## src/mfr_config_pkg.sv

```systemverilog
// Constants for the manufacturer configuration command bank
package mfr_config_pkg;
  // ---------------------------------------------------------------
  // Command codes
  // ---------------------------------------------------------------
  localparam logic [7:0] CODE_SPECIAL_OPTIONS = 8'he0;
  localparam logic [7:0] CODE_INTERNAL_TEMP_OFFSET = 8'he1;
  localparam logic [7:0] CODE_EXTERNAL_SENSOR_CAL = 8'he2;
  localparam logic [7:0] CODE_REMOTE_PIN_CONTROL = 8'he3;
  localparam logic [7:0] CODE_FEED_FORWARD_PARAMS = 8'he6;
  localparam logic [7:0] CODE_CURRENT_SENSE_COMP = 8'he7;
  // ---------------------------------------------------------------
  // Transfer lengths in bytes
  // ---------------------------------------------------------------
  localparam logic [2:0] LEN_SPECIAL_OPTIONS = 3'h1;
  localparam logic [2:0] LEN_INTERNAL_TEMP_OFFSET = 3'h2;
  localparam logic [2:0] LEN_EXTERNAL_SENSOR_CAL = 3'h4;
  localparam logic [2:0] LEN_REMOTE_PIN_CONTROL = 3'h1;
  localparam logic [2:0] LEN_FEED_FORWARD_PARAMS = 3'h4;
  localparam logic [2:0] LEN_CURRENT_SENSE_COMP = 3'h6;
  // ---------------------------------------------------------------
  // Special options fields
  // ---------------------------------------------------------------
  localparam int SPEC_PEC_BIT = 7;
  localparam int SPEC_DROOP_BIT = 5;
  localparam int SPEC_ART_BIT = 3;
  localparam int SPEC_DBV_BIT = 2;
  localparam logic [7:0] SPEC_WRITE_MASK = 8'hac;
  localparam logic [7:0] SPEC_RESET = 8'h00;
  // ---------------------------------------------------------------
  // Remote pin control fields
  // ---------------------------------------------------------------
  localparam int RCTL_AND_BIT = 4;
  localparam int RCTL_EN_BIT = 2;
  localparam int RCTL_POL_BIT = 1;
  localparam int RCTL_QUICK_BIT = 0;
  localparam logic [7:0] RCTL_WRITE_MASK = 8'h17;
  localparam logic [7:0] RCTL_RESET = 8'h00;
  // ---------------------------------------------------------------
  // Feed-forward and read-only defaults
  // ---------------------------------------------------------------
  localparam logic [31:0] FEED_FORWARD_RESET = 32'h0000_0000;
  localparam logic [15:0] TEMP_OFFSET_DEFAULT = 16'h0000;
  localparam logic [31:0] SENSOR_CAL_DEFAULT = 32'h0100_0000;
  localparam logic [47:0] TEMP_COEFF_DEFAULT = 48'h08_64_04_50_0000;
  // Compensation factor is a gain in 1/256 steps added to unity
  localparam int COMP_FACTOR_SHIFT = 8;
endpackage
```

## src/comp_if.sv

```systemverilog
// Link between the bank and its current-sense compensation stage
`timescale 1ns/100ps
interface comp_if #(parameter int W = 16);
  logic [7:0] temp;
  logic [W-1:0] raw;
  logic [7:0] level1;
  logic [7:0] level2;
  logic [7:0] factor1;
  logic [7:0] factor2;
  logic [W-1:0] result;
  modport src (output temp, raw, level1, level2, factor1, factor2,
               input result);
  modport comp (input temp, raw, level1, level2, factor1, factor2,
                output result);
endinterface

```

## src/converter_mfr_config_bank.sv

```systemverilog
// Manufacturer configuration and calibration command bank
//
// Behaviour
// - Options bit 7 requires packet error checking
// - Options bit 5 picks linear/non-linear droop
// - Options bit 3 enables adaptive ramp/loop
// - Options bit 2 enables dynamic bus voltage
// - Options bits 0 and 1 reserved
// - Internal temp offset: read-only 16-bit word
// - Sensor calibration: read-only offset then slope
// - Remote bit 4 selects OR or AND
// - Remote bit 2 enables remote pin
// - Remote bit 1 sets pin polarity
// - Remote bit 0 soft-stop or quick-off
// - Feed-forward block: four read/write bytes
// - Temp coefficient: read-only six-byte block
// - Above level apply factor to current
`timescale 1ns/100ps
module converter_mfr_config_bank
  import mfr_config_pkg::*;
#(
  parameter int IW = 16,
  parameter logic [15:0] TEMP_OFFSET = TEMP_OFFSET_DEFAULT,
  parameter logic [31:0] SENSOR_CAL = SENSOR_CAL_DEFAULT,
  parameter logic [47:0] TEMP_COEFF = TEMP_COEFF_DEFAULT
)
(
  // Clock, reset, enable
  input wire logic clock_in,
  input wire logic rst_n_in,
  input wire logic ce_in,
  // Command byte access from the bus transaction layer
  input wire logic acc_valid_in,
  input wire logic acc_write_in,
  input wire logic [7:0] acc_code_in,
  input wire logic [2:0] acc_index_in,
  input wire logic [7:0] acc_wdata_in,
  output logic acc_ack_out,
  output logic acc_err_out,
  output logic [7:0] acc_rdata_out,
  // On/off sources
  input wire logic operation_on_in,
  input wire logic ctrl_pin_in,
  input wire logic primary_remote_pin_in,
  // Converter controls
  output logic output_enable_out,
  output logic quick_off_out,
  output logic pec_required_out,
  output logic droop_slope_select_out,
  output logic adaptive_ramp_loop_comp_out,
  output logic dynamic_bus_voltage_out,
  output logic [31:0] feed_forward_params_out,
  // Current sense path
  input wire logic [7:0] temperature_in,
  input wire logic [IW-1:0] current_sense_in,
  output logic [IW-1:0] output_current_out
);
  // ---------------------------------------------------------------
  // State
  // ---------------------------------------------------------------
  typedef struct packed {
    logic [7:0] spec;
    logic [7:0] rctl;
    logic [31:0] ff;
    logic [1:0] rc_sync;
    logic [1:0] ctl_sync;
    logic ack;
    logic err;
    logic [7:0] rdata;
    logic oe;
  } bank_state_t;

  bank_state_t q, d;
  logic [47:0] rvec;
  logic [2:0] len;
  logic known;
  logic writable;
  logic bad;
  logic base_on;
  logic rc_active;

  comp_if #(.W(IW)) cif ();

  // ---------------------------------------------------------------
  // Command decode
  // ---------------------------------------------------------------
  always_comb
  begin
    rvec = '0;
    len = 3'h0;
    known = 1'b1;
    writable = 1'b0;
    unique case (acc_code_in)
      CODE_SPECIAL_OPTIONS:
      begin
        rvec = {40'h0, q.spec};
        len = LEN_SPECIAL_OPTIONS;
        writable = 1'b1;
      end
      CODE_INTERNAL_TEMP_OFFSET:
      begin
        rvec = {32'h0, TEMP_OFFSET};
        len = LEN_INTERNAL_TEMP_OFFSET;
      end
      CODE_EXTERNAL_SENSOR_CAL:
      begin
        // Byte 0-1 offset, byte 2-3 slope
        rvec = {16'h0, SENSOR_CAL};
        len = LEN_EXTERNAL_SENSOR_CAL;
      end
      CODE_REMOTE_PIN_CONTROL:
      begin
        rvec = {40'h0, q.rctl};
        len = LEN_REMOTE_PIN_CONTROL;
        writable = 1'b1;
      end
      CODE_FEED_FORWARD_PARAMS:
      begin
        rvec = {16'h0, q.ff};
        len = LEN_FEED_FORWARD_PARAMS;
        writable = 1'b1;
      end
      CODE_CURRENT_SENSE_COMP:
      begin
        rvec = TEMP_COEFF;
        len = LEN_CURRENT_SENSE_COMP;
      end
      default:
        known = 1'b0;
    endcase
    // Writes to read-only bytes and out-of-range bytes are refused, never stored
    bad = !known || (acc_index_in >= len) || (acc_write_in && !writable);
  end

  // ---------------------------------------------------------------
  // Next state
  // ---------------------------------------------------------------
  always_comb
  begin
    d = q;
    base_on = operation_on_in & q.ctl_sync[1];
    rc_active = (q.rc_sync[1] == q.rctl[RCTL_POL_BIT]);
    if (ce_in)
    begin
      d.rc_sync = {q.rc_sync[0], primary_remote_pin_in};
      d.ctl_sync = {q.ctl_sync[0], ctrl_pin_in};
      d.ack = acc_valid_in;
      d.err = acc_valid_in && bad;
      d.rdata = 8'h00;
      if (acc_valid_in && !bad && !acc_write_in)
        d.rdata = rvec[{acc_index_in, 3'b000} +: 8];
      if (acc_valid_in && !bad && acc_write_in)
      begin
        unique case (acc_code_in)
          CODE_SPECIAL_OPTIONS:
            d.spec = acc_wdata_in & SPEC_WRITE_MASK;
          CODE_REMOTE_PIN_CONTROL:
            d.rctl = acc_wdata_in & RCTL_WRITE_MASK;
          CODE_FEED_FORWARD_PARAMS:
            d.ff[{acc_index_in[1:0], 3'b000} +: 8] = acc_wdata_in;
          default:
            d.ff = q.ff;
        endcase
      end
      if (!q.rctl[RCTL_EN_BIT])
        d.oe = base_on;
      else if (q.rctl[RCTL_AND_BIT])
        d.oe = base_on & rc_active;
      else
        d.oe = base_on | rc_active;
    end
  end

  always_ff @(posedge clock_in)
  begin
    if (!rst_n_in)
    begin
      q <= '0;
      q.spec <= SPEC_RESET;
      q.rctl <= RCTL_RESET;
      q.ff <= FEED_FORWARD_RESET;
    end
    else
      q <= d;
  end

  // ---------------------------------------------------------------
  // Compensation stage
  // ---------------------------------------------------------------
  assign cif.temp = temperature_in;
  assign cif.raw = current_sense_in;
  assign cif.level1 = TEMP_COEFF[23:16];
  assign cif.factor1 = TEMP_COEFF[31:24];
  assign cif.level2 = TEMP_COEFF[39:32];
  assign cif.factor2 = TEMP_COEFF[47:40];

  current_sense_comp #(.W(IW)) u_comp (
    .clock_in(clock_in),
    .rst_n_in(rst_n_in),
    .ce_in(ce_in),
    .link(cif)
  );

  // ---------------------------------------------------------------
  // Outputs
  // ---------------------------------------------------------------
  assign acc_ack_out = q.ack;
  assign acc_err_out = q.err;
  assign acc_rdata_out = q.rdata;
  assign output_enable_out = q.oe;
  assign quick_off_out = q.rctl[RCTL_QUICK_BIT];
  assign pec_required_out = q.spec[SPEC_PEC_BIT];
  assign droop_slope_select_out = q.spec[SPEC_DROOP_BIT];
  assign adaptive_ramp_loop_comp_out = q.spec[SPEC_ART_BIT];
  assign dynamic_bus_voltage_out = q.spec[SPEC_DBV_BIT];
  assign feed_forward_params_out = q.ff;
  assign output_current_out = cif.result;
endmodule

```

## src/current_sense_comp.sv

```systemverilog
// Temperature-stepped gain applied to the current-sense reading
`timescale 1ns/100ps
module current_sense_comp
  import mfr_config_pkg::*;
#(
  parameter int W = 16
)
(
  // Clock and control
  input wire logic clock_in,
  input wire logic rst_n_in,
  input wire logic ce_in,
  // Compensation link
  comp_if.comp link
);
  typedef struct packed {
    logic [W-1:0] result;
  } comp_state_t;

  comp_state_t q, d;
  logic [7:0] factor;
  logic [W+7:0] prod;
  logic [W:0] sum;

  always_comb
  begin
    d = q;
    factor = 8'h00;
    // Highest level reached wins
    if (link.temp > link.level2)
      factor = link.factor2;
    else if (link.temp > link.level1)
      factor = link.factor1;
    prod = link.raw * factor;
    sum = {1'b0, link.raw} + {1'b0, prod[W+7:COMP_FACTOR_SHIFT]};
    // Saturate rather than wrap on a large gain
    if (ce_in)
      d.result = sum[W] ? {W{1'b1}} : sum[W-1:0];
  end

  always_ff @(posedge clock_in)
  begin
    if (!rst_n_in)
      q <= '0;
    else
      q <= d;
  end

  assign link.result = q.result;
endmodule

```

## config.mk

```make
export PLATFORM = sky130hd
export DESIGN_NAME = converter_mfr_config_bank
export DESIGN_NICKNAME = d
export VERILOG_FILES = /design/src/mfr_config_pkg.sv /design/src/comp_if.sv /design/src/converter_mfr_config_bank.sv /design/src/current_sense_comp.sv
export SDC_FILE = /design/constraint.sdc
export NUM_CORES = 1
export LEC_CHECK = 0
export BUFFER_PORTS_ARGS = -buffer_cell sky130_fd_sc_hd__buf_2
export CAP_MARGIN = 20
export CORE_UTILIZATION = 55
export CTS_CLUSTER_SIZE = 10
export DETAILED_ROUTE_END_ITERATION = 6
export GPL_TIMING_DRIVEN = 0
export MAX_ROUTING_LAYER = met4
export PLACE_DENSITY = 0.76
export SETUP_SLACK_MARGIN = 0.02
export SLEW_MARGIN = 15
export SYNTH_ARGS = -nofsm -noshare
export SYNTH_HDL_FRONTEND = slang
export SYNTH_HIERARCHICAL = 1
export SYNTH_SLANG_ARGS = --single-unit
```

## constraint.sdc

```tcl
create_clock -name clock_in -period 10.4 [get_ports clock_in]
set_clock_uncertainty 0.15 [all_clocks]
set_input_delay 1.56 -clock clock_in [delete_from_list [all_inputs] [get_ports clock_in]]
set_output_delay 1.56 -clock clock_in [all_outputs]
set_load 0.02 [all_outputs]
```

==> summary.md <==
| Metric | Value |
|---|---|
| Synth warn | `6` |
| Crit path max fanout | `10` |
| Tightest Hold Check Type | `reg -> reg` |
| Slowest cell on the critical path | `fa_1` |
| Fraction of registers with async set/reset | `0` |
| #FFs+latches synth | `a little over 70` |
| Worst IR drop on VDD | `507 µV` |
| CP arrival | `~10000 ps` |
| Static Leak | `4.93 nW` |
| Post-synth EDFFs | `0` |
| Worst slew pin tran | `1060 ps` |
| Initial Util | `0.572` |
| Critical path type | `in -> reg` |
| Synth unique cells | `79` |
| GRT Util Overall | `0.296` |
| CTS Buffer Depth | `2` |
| CP startpoint kind | `input pin` |
| Via density | `between 5 and 6` |
| Final setup margin | `510 ps` |
| Power density cells | `about 250 nW/µm²` |
| Pre-antenna DRT Iters | `5` |
| 1st-iter DRT viols | `478` |
| Worst slack, placed | `-334 ps` |
| Synth area leader | `fa_1` |
| Biggest cell delay along the critical path | `560 ps` |
| CTS root buffer | `clkbuf_16` |
| First-pass GRT wire length | `approximately 37 mm` |
| Maximum number of pins on one net before global-route repair | `13` |
| DR DRC count | `0` |
| Vias in the first global route | `~7,400` |
| Pins Over Slew Limit | `0` |
| Port Buffers | `113` |
| DP HPWL | `roughly 18 mm` |
| GP Congestion | `about 0.94` |
| H-tree lvl count | `3` |
| Mux cell area share after synthesis | `0.0211` |
| Critical Path End Type | `flip-flop` |
| Placement Rows | `45` |
| Synth Area in XOR/XNOR | `0.0298` |
| Critical Path RT | `about 10,000 ps` |
| Syn avg cell area | `approximately 8.6 µm²` |
| Die ar. | `about 17,000 µm²` |
| Final Cycle Share | `0.951` |
| Worst-skew pair later-pin latency | `around 340 ps` |
| Die X | `129 µm` |
| Hold buffer count at CTS | `0` |
| FILL cells | `around 1,400` |
| R2R Setup Slk | `8810 ps` |
| Simple-gate area share of the yosys netlist | `0.217` |
| Total grt overflow | `0` |
| Wire per inst | `~16 µm` |
| Unrepaired setup endpoints after global routing | `false` |
| Synth Area in Adders | `0.308` |
| Largest cells by area after synthesis | `fa_1 19%, dfxtp_1 16%, ha_1 12%` |
| # clock sinks | `71` |
| Complex-gate fraction of the synthesized area | `0.158` |
| Reg area | `around 1400 µm²` |
| Top cell type's share of synthesized area | `0.191` |
| Die Y | `approximately 130 µm` |
| Fin. Hold Viols | `0` |
| FMAX | `~100 MHz` |
| Most common cell on crit path | `fa_1` |
| Vias | `approximately 7,600` |
| Mapped Cells | `a little over 1,000` |
| Main synth FF type | `dfxtp_1` |
| Hold_ws | `between 300 and 400 ps` |
| Clock period minus worst slack | `slightly below 10,000 ps` |
| Slew margin rel. | `0.290` |
| Synthesized cell area | `8820 µm²` |
| Final setup violation count | `0` |
| CTS tree | `done` |
| Antenna-violating nets left | `0` |
| Layout cell share with drive strength beyond 1 | `0.178` |
| Outcome | `completed` |
| Clock slew at reported path FFs | `50 ps` |
| Core area | `roughly 15,000 µm²` |
| CTS Buf Count | `9` |
| Initial antenna violation count | `0` |
| Final WL | `~22 mm` |
| Synth-to-Final Area Change | `14.3%` |
| Largest family of logic cells by synthesized area | `adder cells` |
| Sequential share of the synthesized area | `0.161` |
| Net count, final | `1,400` |
| Max cap viols | `0` |
| Total chip power | `between 2 and 3 mW` |
| Commonest non-fill, non-tap cell in the layout | `inv_1` |
| IO Count | `around 120` |
| Area of the multi-input gates | `6620 µm²` |
| Diode count | `0` |
| Commonest cells after routing, fill and taps aside | `124 x inv_1, 119 x buf_2, 87 x and2_1` |
## where the power goes
part,internal (mW),switching [mW]
clock,0.197,0.114
sequential,0.300,0.0150
combinational,0.802,1.09
total,1.30,1.22
## Yosys cell counts (3+ instances only)
library cell,instances
and4b_1,3
nor3b_1,7
dfxtp_1,71
ha_1,83
xnor2_1,18
o2111ai_1,4
nand2b_1,41
a21oi_1,46
buf_4,41
nor3_1,4
o21ai_0,39
o211ai_1,3
o21a_1,5
a21boi_0,34
fa_1,84
a22o_1,9
a211oi_1,3
nand4_1,9
and2_1,87
nor2b_1,18
nand2_1,78
o22ai_1,5
nand3_1,38
a21o_1,11
and3_1,4
a22oi_1,10
buf_2,7
o31ai_1,4
mux2_2,5
xor2_1,12
a41oi_1,3
a21oi_2,3
clkbuf_1,19
inv_1,124
nor3_2,4
or2_2,3
buf_1,4
mux2i_1,13
o21bai_1,5
nor2_1,18
## final cells by class
type                       count  area share
timing repair buffer         113      0.0561
clock inverter                 3     0.00422
sequential                    71       0.141
clock buffer                  12      0.0254
tap                          211      0.0262
inverter                     125      0.0465
buffer                        73      0.0445
multi-input combinational    789       0.656
## per-layer routing
| metal | wire length (µm) | track usage | share of wire | vias up |
|---|---|---|---|---|
| li1 | - | - | - | 3677 |
| met5 | 0 | - | 0 | - |
| met2 | 10000 | 0.456 | 0.45 | 277 |
| met4 | 369 | 0.0664 | 0.016 | 0 |
| met3 | 1620 | 0.0545 | 0.072 | 36 |
| met1 | 10400 | 0.405 | 0.46 | 3622 |
## sequential cells by signal, indices dropped and copies added (netlist names)
| name | flops |
|---|---|
| acc_ack_out | 1 |
| acc_err_out | 1 |
| acc_rdata_out | 8 |
| adaptive_ramp_loop_comp_out | 1 |
| droop_slope_select_out | 1 |
| dynamic_bus_voltage_out | 1 |
| feed_forward_params_out | 32 |
| output_enable_out | 1 |
| pec_required_out | 1 |
| q | 7 |
| quick_off_out | 1 |
| u_comp/link.result | 16 |
## cells by family (layout without fill, tap and decap cells)
| kind of cell | Yosys count | in the layout |
|---|---|---|
| AO/OA/AOI/OAI | 206 | 206 |
| XOR/XNOR | 30 | 30 |
| adder cells (fa/ha/maj) | 167 | 167 |
| buffers and inverters | 198 | 326 |
| flip-flops | 71 | 71 |
| multiplexers | 18 | 18 |
| other | 2 | 32 |
| AND/OR/NAND/NOR | 336 | 336 |
## worst max-delay path: cells and delay by family
kind | cells | cell delay [ps]
adders and majority gates | 7 | 3030
AOI/OAI and AO/OA | 13 | 2770
and+or+nand+nor | 6 | 1470
buffers and inverters | 6 | 940
xor gates and xnor gates | 1 | 150
## path summary, 6_finish.rpt
kind                                             from                            endpoint  depth (start not counted)
max                                 temperature_in[2]  u_comp/link.result[6]$_SDFFE_PN0P_                         33
min                     acc_rdata_out[7]$_SDFFE_PN0P_       acc_rdata_out[7]$_SDFFE_PN0P_                          2
max reg2reg  feed_forward_params_out[11]$_SDFFE_PN0P_       acc_rdata_out[3]$_SDFFE_PN0P_                          5
min reg2reg             acc_rdata_out[7]$_SDFFE_PN0P_       acc_rdata_out[7]$_SDFFE_PN0P_                          2
## per-stage QoR
stage | area, µm² | util | TNS (ps) | instances
after detailed placement | 9770 | 0.633 | -3400 | 1382
after global placement | 9770 | 0.633 | -2130 | 1382
final | 10100 | 0.654 | 0 | 1397
after global routing | 10100 | 0.654 | 0 | 1397
after floorplan | 8940 | - | 0 | 1058
after CTS | 10100 | 0.652 | 0 | 1397
## what timing repair did
| item | 4_1_cts | 5_1_grt |
|---|---|---|
| setup endpoints to repair | 3 | 14 |
| setup buffers | 0 | 0 |
| pin swaps | 0 | 0 |
| gates resized for setup | 1 | 6 |
Power figures use the tool's default switching activity.
